--- src/mft_pkg.sv ---
// package of register map, field positions and codes for the multifunction timer
`default_nettype none
package mft_pkg;
  // register byte offsets
  localparam logic [7:0] OFF_CNT1 = 8'h00;
  localparam logic [7:0] OFF_CRA = 8'h04;
  localparam logic [7:0] OFF_CRB = 8'h08;
  localparam logic [7:0] OFF_CNT2 = 8'h0c;
  localparam logic [7:0] OFF_PRSC = 8'h10;
  localparam logic [7:0] OFF_CKC = 8'h14;
  localparam logic [7:0] OFF_MCTRL = 8'h18;
  localparam logic [7:0] OFF_ICTRL = 8'h1c;
  localparam logic [7:0] OFF_ICLR = 8'h20;
  // reset values
  localparam logic [15:0] RST_16 = 16'h0000;
  localparam logic [7:0] RST_8 = 8'h00;
  localparam logic [5:0] RST_CKC = 6'h00;
  localparam logic [10:0] RST_MCTRL = 11'h000;
  // clock source control fields
  localparam int CKC_C1_LSB = 0;
  localparam int CKC_C2_LSB = 3;
  // mode control field positions
  localparam int MC_MODE_LSB = 0;
  localparam int MC_AEDG = 2;
  localparam int MC_BEDG = 3;
  localparam int MC_AEN = 4;
  localparam int MC_BEN = 5;
  localparam int MC_AOUT = 6;
  localparam int MC_EN = 7;
  localparam int MC_PTEN = 8;
  localparam int MC_PTSE = 9;
  localparam int MC_PTET = 10;
  // irq control field positions
  localparam int IC_PND_LSB = 0;
  localparam int IC_IEN_LSB = 4;
  // pending flag indices
  localparam int PND_A = 0;
  localparam int PND_B = 1;
  localparam int PND_C = 2;
  localparam int PND_D = 3;
  // clock source codes
  typedef enum logic [2:0] {
    SRC_STOP = 3'b000,
    SRC_PRESCALED = 3'b001,
    SRC_EXT_EVENT = 3'b010,
    SRC_PULSE_ACC = 3'b011,
    SRC_LOW_SPEED = 3'b100
  } mft_src_e;
  // operating modes
  typedef enum logic [1:0] {
    MODE_PWM = 2'b00,
    MODE_DUAL_CAPTURE = 2'b01,
    MODE_DUAL_COUNTER = 2'b10,
    MODE_CAPTURE_TIMER = 2'b11
  } mft_mode_e;
endpackage
`default_nettype wire

--- src/mft_regs.sv ---
// register file and event sources of one multifunction timer instance
// Functional notes
// - counter one value: low 16 bits, read/write
// - counter one source: stop, prescaled, event, accumulate, slow
// - counter two source at bits 5:3, same codes
// - event and accumulate sources only in modes 1, 3
// - two-bit operating mode field selects four modes
// - pin A edge: 0 falling, 1 rising
// - pin B edge: 0 falling, 1 rising
// - separate enables for pin A and pin B
// - output-data bit gives pin A level
// - global enable switches the instance on
// - pulse-train select only effective in mode 00
// - software trigger starts pulse train; zero ignored
// - event flag set on pulse-train event trigger
// - four read-only pending flags in bits 3:0
// - four enables in bits 7:4 gate pending flags
// - writing one to clear register clears flag
// - flags A-C drive line one, D line two
// - output bit sets initial and present PWM level
`default_nettype none
module mft_regs (
  // clock and reset
  input wire logic mclk_in,
  input wire logic resetn_in,
  // register port
  input wire logic [7:0] addr_in,
  input wire logic [31:0] wdata_in,
  input wire logic wr_in,
  input wire logic rd_in,
  output logic [31:0] rdata_out,
  // pins and event sources
  input wire logic timer_pin_a_in,
  input wire logic timer_pin_b_in,
  input wire logic low_speed_tick_in,
  input wire logic [3:0] pending_set_in,
  input wire logic pulse_train_event_in,
  // outputs
  output logic timer_pin_a_out,
  output logic timer_pin_a_oe_n_out,
  output logic pin_a_edge_out,
  output logic pin_b_edge_out,
  output logic counter_one_tick_out,
  output logic counter_two_tick_out,
  output logic pulse_train_start_out,
  output logic pulse_train_active_out,
  output logic timer_irq_line_one_out,
  output logic timer_irq_line_two_out
);
  logic [15:0] cnt1_reg, cnt1_next, cra_reg, cra_next, crb_reg, crb_next, cnt2_reg, cnt2_next;
  logic [7:0] prsc_reg, prsc_next, pdiv_reg, pdiv_next;
  logic [5:0] ckc_reg, ckc_next;
  logic [10:0] mc_reg, mc_next;
  logic [3:0] pnd_reg, pnd_next, ien_reg, ien_next;
  logic [31:0] rdata_reg, rdata_next;
  logic ptse_reg, ptse_next;
  logic [1:0] a_sync_reg, b_sync_reg;
  logic a_prev_reg, b_prev_reg, ev_a_reg, ev_b_reg;
  logic pre_tick;
  logic ev_a, ev_b;
  logic [1:0] mode;
  logic mode_ok_ext;
  // two-stage synchronisers, first stage read only by second
  always_ff @(posedge mclk_in) begin
    if (!resetn_in) begin
      a_sync_reg <= 2'h0;
      b_sync_reg <= 2'h0;
      a_prev_reg <= 1'b0;
      b_prev_reg <= 1'b0;
    end else begin
      a_sync_reg <= {a_sync_reg[0], timer_pin_a_in};
      b_sync_reg <= {b_sync_reg[0], timer_pin_b_in};
      a_prev_reg <= a_sync_reg[1];
      b_prev_reg <= b_sync_reg[1];
    end
  end
  // selected-edge detect per pin
  always_comb begin
    ev_a = mc_reg[mft_pkg::MC_AEDG] ? (a_sync_reg[1] & ~a_prev_reg) : (~a_sync_reg[1] & a_prev_reg);
    ev_b = mc_reg[mft_pkg::MC_BEDG] ? (b_sync_reg[1] & ~b_prev_reg) : (~b_sync_reg[1] & b_prev_reg);
  end
  // registered edge events, gated by pin enables
  always_ff @(posedge mclk_in) begin
    if (!resetn_in) begin
      ev_a_reg <= 1'b0;
      ev_b_reg <= 1'b0;
    end else begin
      ev_a_reg <= ev_a & mc_reg[mft_pkg::MC_AEN];
      ev_b_reg <= ev_b & mc_reg[mft_pkg::MC_BEN];
    end
  end
  assign pin_a_edge_out = ev_a_reg;
  assign pin_b_edge_out = ev_b_reg;
  assign mode = mc_reg[mft_pkg::MC_MODE_LSB +: 2];
  // external sources only legal in PWM mode 00 and dual counter mode 10
  assign mode_ok_ext = (mode == mft_pkg::MODE_PWM) || (mode == mft_pkg::MODE_DUAL_COUNTER);
  // prescaler divides system clock by value plus one
  always_comb begin
    pdiv_next = pdiv_reg;
    pre_tick = 1'b0;
    if (!mc_reg[mft_pkg::MC_EN]) begin
      pdiv_next = mft_pkg::RST_8;
    end else if (pdiv_reg >= prsc_reg) begin
      pdiv_next = mft_pkg::RST_8;
      pre_tick = 1'b1;
    end else begin
      pdiv_next = pdiv_reg + 8'h01;
    end
  end
  always_ff @(posedge mclk_in) begin
    if (!resetn_in) begin
      pdiv_reg <= mft_pkg::RST_8;
    end else begin
      pdiv_reg <= pdiv_next;
    end
  end
  // source select per counter; disabled instance gives no ticks
  function automatic logic src_tick(input logic [2:0] sel, input logic pre, input logic ls, input logic ev,
                                    input logic okx, input logic bpin);
    logic t;
    t = 1'b0;
    case (sel)
      mft_pkg::SRC_PRESCALED: t = pre;
      mft_pkg::SRC_EXT_EVENT: t = okx & ev;
      mft_pkg::SRC_PULSE_ACC: t = okx & bpin & pre;
      mft_pkg::SRC_LOW_SPEED: t = ls;
      default: t = 1'b0;
    endcase
    return t;
  endfunction
  always_comb begin
    counter_one_tick_out = mc_reg[mft_pkg::MC_EN] & src_tick(ckc_reg[mft_pkg::CKC_C1_LSB +: 3], pre_tick,
      low_speed_tick_in, ev_b_reg, mode_ok_ext, b_sync_reg[1]);
    counter_two_tick_out = mc_reg[mft_pkg::MC_EN] & src_tick(ckc_reg[mft_pkg::CKC_C2_LSB +: 3], pre_tick,
      low_speed_tick_in, ev_b_reg, mode_ok_ext, b_sync_reg[1]);
  end
  // pulse train active only with mode 00
  assign pulse_train_active_out = mc_reg[mft_pkg::MC_PTEN] && (mode == mft_pkg::MODE_PWM);
  assign pulse_train_start_out = ptse_reg;
  // pin A output level follows the output-data bit
  assign timer_pin_a_out = mc_reg[mft_pkg::MC_AOUT];
  assign timer_pin_a_oe_n_out = ~(mc_reg[mft_pkg::MC_AEN] & (mode != mft_pkg::MODE_DUAL_CAPTURE));
  // interrupt lines from enabled pending flags
  assign timer_irq_line_one_out = |(pnd_reg[2:0] & ien_reg[2:0]);
  assign timer_irq_line_two_out = pnd_reg[mft_pkg::PND_D] & ien_reg[mft_pkg::PND_D];
  assign rdata_out = rdata_reg;
  // register writes, flag updates and read mux
  always_comb begin
    cnt1_next = cnt1_reg;
    cra_next = cra_reg;
    crb_next = crb_reg;
    cnt2_next = cnt2_reg;
    prsc_next = prsc_reg;
    ckc_next = ckc_reg;
    mc_next = mc_reg;
    ien_next = ien_reg;
    ptse_next = 1'b0;
    rdata_next = 32'h00000000;
    pnd_next = pnd_reg;
    if (wr_in) begin
      case (addr_in)
        mft_pkg::OFF_CNT1: cnt1_next = wdata_in[15:0];
        mft_pkg::OFF_CRA: cra_next = wdata_in[15:0];
        mft_pkg::OFF_CRB: crb_next = wdata_in[15:0];
        mft_pkg::OFF_CNT2: cnt2_next = wdata_in[15:0];
        mft_pkg::OFF_PRSC: prsc_next = wdata_in[7:0];
        mft_pkg::OFF_CKC: ckc_next = wdata_in[5:0];
        mft_pkg::OFF_MCTRL: begin
          // event flag is hardware-owned; software write of zero clears it
          mc_next = {wdata_in[10] & mc_reg[mft_pkg::MC_PTET], 1'b0, wdata_in[8:0]};
          ptse_next = wdata_in[mft_pkg::MC_PTSE] & pulse_train_active_out;
        end
        mft_pkg::OFF_ICTRL: ien_next = wdata_in[mft_pkg::IC_IEN_LSB +: 4];
        mft_pkg::OFF_ICLR: pnd_next = pnd_reg & ~wdata_in[3:0];
        default: ;
      endcase
    end
    // hardware set wins over a same-cycle clear
    pnd_next = pnd_next | pending_set_in;
    if (pulse_train_event_in && pulse_train_active_out) begin
      mc_next[mft_pkg::MC_PTET] = 1'b1;
    end
    if (rd_in) begin
      case (addr_in)
        mft_pkg::OFF_CNT1: rdata_next = {16'h0000, cnt1_reg};
        mft_pkg::OFF_CRA: rdata_next = {16'h0000, cra_reg};
        mft_pkg::OFF_CRB: rdata_next = {16'h0000, crb_reg};
        mft_pkg::OFF_CNT2: rdata_next = {16'h0000, cnt2_reg};
        mft_pkg::OFF_PRSC: rdata_next = {24'h000000, prsc_reg};
        mft_pkg::OFF_CKC: rdata_next = {26'h0000000, ckc_reg};
        mft_pkg::OFF_MCTRL: rdata_next = {21'h000000, mc_reg};
        mft_pkg::OFF_ICTRL: rdata_next = {24'h000000, ien_reg, pnd_reg};
        default: rdata_next = 32'h00000000;
      endcase
    end
  end
  always_ff @(posedge mclk_in) begin
    if (!resetn_in) begin
      cnt1_reg <= mft_pkg::RST_16;
      cra_reg <= mft_pkg::RST_16;
      crb_reg <= mft_pkg::RST_16;
      cnt2_reg <= mft_pkg::RST_16;
      prsc_reg <= mft_pkg::RST_8;
      ckc_reg <= mft_pkg::RST_CKC;
      mc_reg <= mft_pkg::RST_MCTRL;
      ien_reg <= 4'h0;
      pnd_reg <= 4'h0;
      ptse_reg <= 1'b0;
      rdata_reg <= 32'h00000000;
    end else begin
      cnt1_reg <= cnt1_next;
      cra_reg <= cra_next;
      crb_reg <= crb_next;
      cnt2_reg <= cnt2_next;
      prsc_reg <= prsc_next;
      ckc_reg <= ckc_next;
      mc_reg <= mc_next;
      ien_reg <= ien_next;
      pnd_reg <= pnd_next;
      ptse_reg <= ptse_next;
      rdata_reg <= rdata_next;
    end
  end
endmodule
`default_nettype wire

--- config.mk ---
export PLATFORM = sky130hd
export DESIGN_NAME = mft_regs
export DESIGN_NICKNAME = d
export VERILOG_FILES = /design/src/mft_pkg.sv /design/src/mft_regs.sv
export SDC_FILE = /design/constraint.sdc
export NUM_CORES = 1
export LEC_CHECK = 0
export BUFFER_PORTS_ARGS = -buffer_cell sky130_fd_sc_hd__buf_2
export CORE_ASPECT_RATIO = 1.4
export CORE_MARGIN = 4
export CORE_UTILIZATION = 51
export DETAILED_ROUTE_END_ITERATION = 16
export MAX_ROUTING_LAYER = met4
export PLACE_DENSITY = 0.78
export REMOVE_ABC_BUFFERS = 1
export SYNTH_ARGS = -nofsm -noshare
export SYNTH_HDL_FRONTEND = slang
export SYNTH_SLANG_ARGS = --single-unit
--- constraint.sdc ---
create_clock -name mclk_in -period 1.8 [get_ports mclk_in]
set_clock_uncertainty 0.2 [all_clocks]
set_input_delay 0.09 -clock mclk_in [delete_from_list [all_inputs] [get_ports mclk_in]]
set_output_delay 0.09 -clock mclk_in [all_outputs]
set_load 0.01 [all_outputs]
## Yosys cells after proc, flatten, opt, wreduce, memory -nomap -nowiden

Index checks and enable logic that the tools add are counted.

| word-level totals | value |
|---|---|
| register bits | 145 |
| bits in writable memories | 0 |
| bits in latches | 0 |
| input port bits | 52 |
| output and inout bits | 42 |
| word-level logic and storage cells | 97 |
| memories | 0 |
| memory bits (read-only) | 0 |

| operators by class | value |
|---|---|
| divide/modulo/power cells | 0 |
| equal/unequal tests | 18 |
| bitwise logic cells | 26 |
| add/subtract/negate cells | 1 |
| muxes and demuxes | 12 |
| reductions and logical operators | 20 |
| $mul | 0 |
| shift operators | 0 |
| $lt $le $gt $ge | 1 |

Operators with widths:

| cell | number |
|---|---|
| one-hot mux 16 bit (8 select lines) | 1 |
| equality test 8 x 5 -> 1 bit, second input constant | 4 |
| two-way mux 11 bit | 2 |
| AND reduction 2 bit | 10 |
| equality test 8 x 4 -> 1 bit, second input constant | 2 |
| AND 1 bit | 15 |
| equality test 3 x 2 -> 1 bit, second input constant | 4 |
| adder 8 x 1 -> 8 bit, second input constant | 1 |
| equality test 8 x 3 -> 1 bit, second input constant | 1 |
| equality test 8 x 6 -> 1 bit, second input constant | 1 |
| >= comparator 8 bit | 1 |
| zero test 8 bit | 1 |
| two-way mux 4 bit | 2 |
| one-hot mux 1 bit (4 select lines) | 2 |
| NOT 1 bit | 7 |
| equality test 3 x 1 -> 1 bit, second input constant | 2 |
| equality test 3 bit, second input constant | 2 |
| OR reduction 3 bit | 2 |
| two-way mux 1 bit | 5 |
| AND 4 bit | 1 |
| NOT 4 bit | 1 |
| bitwise OR 4 bit | 1 |
| nonzero test 2 bit | 2 |
| AND 3 bit | 1 |
| 6 further kinds | 7 |

## Depth between registers and ports, before layout

| logic depth | value |
|---|---|
| depth in word-level cells | 6 |
| depth in mapped cells | 7 |
| mapped depth without buffers | 6 |

## Worst setup path before layout

Ideal clock, no wire load.

| timing | value |
|---|---|
| kind | reg2out |
| from | reg pdiv_reg[0] |
| to | out counter_two_tick_out |
| data required time | 1.510 ns |
| data arrival time | 1.693 ns |
| slack | -0.183 ns |
| buffers on the path | 0 |
| cell stages (with the launch flop) | 7 |
| cells stage by stage | dfxtp_1 -> inv_1 -> ha_1 -> and3_1 -> o21ai_0 -> a311oi_2 -> o311a_1 |

| on the way | value |
|---|---|
| word-level cells in the longest chain between the ends | 6 |

RTL lines:

| what | RTL line | RTL |
|---|---|---|
| from (decl) | mft_regs.sv:51 | `logic [7:0] prsc_reg, prsc_next, pdiv_reg, pdiv_next;` |
| from (signal assigned) | mft_regs.sv:112 | `pdiv_reg <= mft_pkg::RST_8;` |
| from (signal assigned) | mft_regs.sv:114 | `pdiv_reg <= pdiv_next;` |
| >= comparator 8 bit * | mft_regs.sv:103 | `end else if (pdiv_reg >= prsc_reg) begin` |
| two-way mux 1 bit * | mft_regs.sv:103 |  |
| two-way mux 1 bit * | mft_regs.sv:101 | `if (!mc_reg[mft_pkg::MC_EN]) begin` |
| AND 1 bit | mft_regs.sv:125 | `mft_pkg::SRC_PULSE_ACC: t = okx & bpin & pre;` |
| one-hot mux 1 bit (4 select lines) * | mft_regs.sv:122 | `case (sel)` |
| AND 1 bit * | mft_regs.sv:134 | `counter_two_tick_out = mc_reg[mft_pkg::MC_EN] & src_tick(ckc_reg[mft_pkg::CKC_C2_LSB +: 3], pre_tick,` |
| to (decl) | mft_regs.sv:44 | `output logic counter_two_tick_out,` |

Every way passes the cells marked *; elsewhere a longest branch is shown, timed or not.

## Worst setup path in the final report

| timing | value |
|---|---|
| from | reg pdiv_reg[0] |
| to | out counter_one_tick_out |

| on the way | value |
|---|---|
| word-level cells in the longest chain between the ends | 6 |

RTL lines:

| what | RTL line | RTL |
|---|---|---|
| >= comparator 8 bit * | mft_regs.sv:103 |  |
| two-way mux 1 bit * | mft_regs.sv:103 |  |
| two-way mux 1 bit * | mft_regs.sv:101 |  |
| AND 1 bit | mft_regs.sv:125 |  |
| one-hot mux 1 bit (4 select lines) * | mft_regs.sv:122 |  |
| AND 1 bit * | mft_regs.sv:132 | `counter_one_tick_out = mc_reg[mft_pkg::MC_EN] & src_tick(ckc_reg[mft_pkg::CKC_C1_LSB +: 3], pre_tick,` |
| to (decl) | mft_regs.sv:43 | `output logic counter_one_tick_out,` |

Marks and branches as above.

==> flow_metrics.py <==
metrics = {
    "sta": {
        "worst_pin_slew_ns": 0.496,
        "setup_viol": 9,
        "period_minus_slack_ns": 2.25,
        "slew_violations": 0,
        "slew_headroom_pct": 66.7,
        "rsz0062_at_grt": "yes",
        "hold_viol": 0,
        "fin_ws_ns": -0.448,
        "fmax_mhz": 445,
        "post-route-period-util_pct": 125,
    },
    "synth": {
        "yosys-top-cells-area": "dfxtp_1 43%, mux2i_1 16%, nor2b_1 9.7%",
        "avgSynthCellArea_sq_um": 10.3,
        "ys_types": 54,
        "yosys.area.top_type": "dfxtp_1",
        "syn-instance-count": 581,
        "seq_area_frac_synth_pct": 43.3,
        "yosysWarnings": 0,
        "yosysTopAreaCellShare_pct": 43.3,
        "synth-seq-cells": 129,
        "async_flop_share_pct": 0,
        "syn-cell-area_sq_um": 5960,
        "ys.flop_type": "dfxtp_1",
        "synth_edf_count": 0,
    },
    "worst_setup_path": {
        "crit_path_start_kind": "flop",
        "arrival_ns": 1.96,
        "path_cells": "inv_2 -> ha_4 -> and3_4 -> o21ai_2 -> a311oi_2 -> o311a_1 -> buf_2",
        "r2r_setup_slack_ns": -0.05,
        "cp-end-kind": "primary output",
        "path_class": "flop to primary output",
        "cp_slowest_stage_delay_ns": 0.37,
        "slowest_stage": "a311oi_2",
        "cp_max_fo": 4,
        "worst_ep_required_time_ns": 1.51,
    },
    "routing": {
        "vias": 4931,
        "drt-initial-drc-count": 412,
        "post-route-drc-count": 0,
        "dr.pass1.iters": 5,
        "ant_nets": 0,
        "wl_per_cell_um": 18.6,
        "viasPerCell": 5.69,
        "finalWirelength_um": 16200,
    },
    "power": {
        "leakagePower_nw": 3.10,
        "switching_share_pct": 21.1,
        "power_mw": 7.01,
        "seqPwrFrac_pct": 41.1,
        "switching_power_mw": 1.48,
        "clockPowerShare_pct": 53.7,
        "ir_worst_vdd_uv": 803,
        "combinationalPowerShare_pct": 5.2,
        "p_int_mw": 5.53,
        "power.density_nw_per_um2": 911,
    },
    "cts": {
        "cts_tree": "yes",
        "root_buffer": "clkbuf_16",
        "cts.sinks": 129,
        "clk_latency_ns": 0.41,
        "clk_pin_slew_ns": 0.05,
        "ctsHtreeMaxLevel": 4,
        "cts_buffers": 17,
        "clockBufferDepth": 2,
    },
    "grt": {
        "grt_remaining_overflow": 0,
        "grt_pass1_vias": 5090,
        "grt_pass1_wl_um": 26300,
        "grt_use_total_pct": 25.5,
        "grt_max_degree": 108,
        "antenna_found_initial": 0,
    },
    "floorplan": {
        "fp-row-count": 46,
        "die_h_um": 136,
        "core_region_area_sq_um": 11400,
        "start_util_pct": 52.3,
        "die_area_sq_um": 13500,
        "boundaryPins": 94,
        "die_w_um": 99.4,
    },
    "hold_path": {
        "hold_path_class": "input pin to flop",
    },
    "placement": {
        "placed_area_sq_um": 6660,
        "placed_cells": 806,
        "io_buffers": 61,
        "dp_hpwl_um": 10600,
        "gp_congestion": 0.858,
    },
    "finish": {
        "layout_common_cells": "123 x dfxtp_1, 93 x mux2i_1, 92 x nor2b_1",
        "nets": 771,
        "num_antenna_cells": 0,
        "drive_above_1_share_pct": 28.2,
        "final_common_cell": "dfxtp_1",
        "fin_cells": 867,
        "syn2layout_area_growth_pct": 29.1,
        "fin_area_sq_um": 7690,
    },
    "outcome": {
        "violations": "setup timing",
        "status": "finished, violations left",
    },
    "job": {
        "max_cap_viol_count": 0,
    },
}
==> critical path, delay by kind of cell (launching register included) <==
family / cells / cell delay [ns]
compound gates: 3 / 0.64
flops: 1 / 0.33
fa+ha+maj: 1 / 0.24
simple gates: 1 / 0.17
buf+inv: 2 / 0.16
==> synthesized netlist by cell type, drive strengths merged (4+ instances only) <==
cell,n
buf,28
and3,10
and2,7
mux2i,93
o21ai,10
a222oi,7
ha,9
nor2b,92
inv,17
a22oi,5
nand3,11
a221oi,6
mux2,15
dfxtp,129
nand2,20
nor4b,5
a32oi,4
nor3,9
mux4,5
xor2,5
clkbuf,27
a31oi,4
nor2,14
a21oi,14
==> per-layer routing <==
metal  GRT usage [%]  part of all wire, %
met3            5.08                  5.3
met5               -                    0
met1            27.2                   37
met4            15.2                  4.9
met2            43.6                   52
==> cell type report <==
| cell class | count | area [sq um] |
|---|---|---|
| fill | 858 | 3700 |
| multi-input combinational | 395 | 3160 |
| sequential | 129 | 2590 |
| timing repair buffer | 150 | 1050 |
| clock buffer | 18 | 439 |
| clock inverter | 14 | 211 |
| tap | 144 | 180 |
| inverter | 17 | 63.8 |
==> power by group through the flow <==
stage | combinational, mW | sequential (mW) | clock (mW)
after floorplan | 0.111 | 2.94 | 0
after global placement | 0.297 | 2.94 | 0
after detailed placement | 0.303 | 2.94 | 0
after CTS | 0.351 | 2.88 | 3.79
after global routing | 0.385 | 2.88 | 3.94
final | 0.362 | 2.88 | 3.77
==> cell families after synthesis <==
kind of cell / Yosys count / share of synthesized area (%)
AND/OR/NAND/NOR: 188 / 19.4
flip-flops: 129 / 43.3
multiplexers: 113 / 20.3
buffers and inverters: 72 / 6.32
AO/OA/AOI/OAI: 63 / 7.79
adder cells (fa/ha/maj): 9 / 1.89
XOR/XNOR: 6 / 0.881
other: 1 / 0.0629
==> through the flow <==
step / setup TNS [ns] / hold WS [ns] / worst slack (ns) / utilization [%]
global route: -1.82 / 0.0417 / -0.527 / 67.5
finish: -1.21 / 0.00605 / -0.448 / 67.5
CTS: -0.891 / -0.00777 / -0.456 / 67.0
floorplan: -24.10 / -0.00979 / -0.656 / -
detailed placement: -2.61 / 0.104 / -0.195 / 58.4
global placement: -0.542 / 0.100 / -0.155 / 58.4
==> what timing repair did <==
item	CTS	global route
gates resized for setup	15	10
hold endpoints to repair	101	0
pin swaps	9	10
gates cloned	0	0
endpoints found under the setup margin	9	10
setup buffers	2	2
hold buffers	27	0
==> worst paths after layout <==
check | startpoint | to | depth (start not counted)
setup / recovery | pdiv_reg[0] | counter_one_tick_out | 7
hold / removal | resetn_in | pulse_train_start_out | 4
setup reg to reg | pdiv_reg[0] | pdiv_reg[0] | 7
hold reg to reg | b_sync_reg[0] | b_sync_reg[1] | 1
No activity file was read; power rests on OpenSTA's default activity.
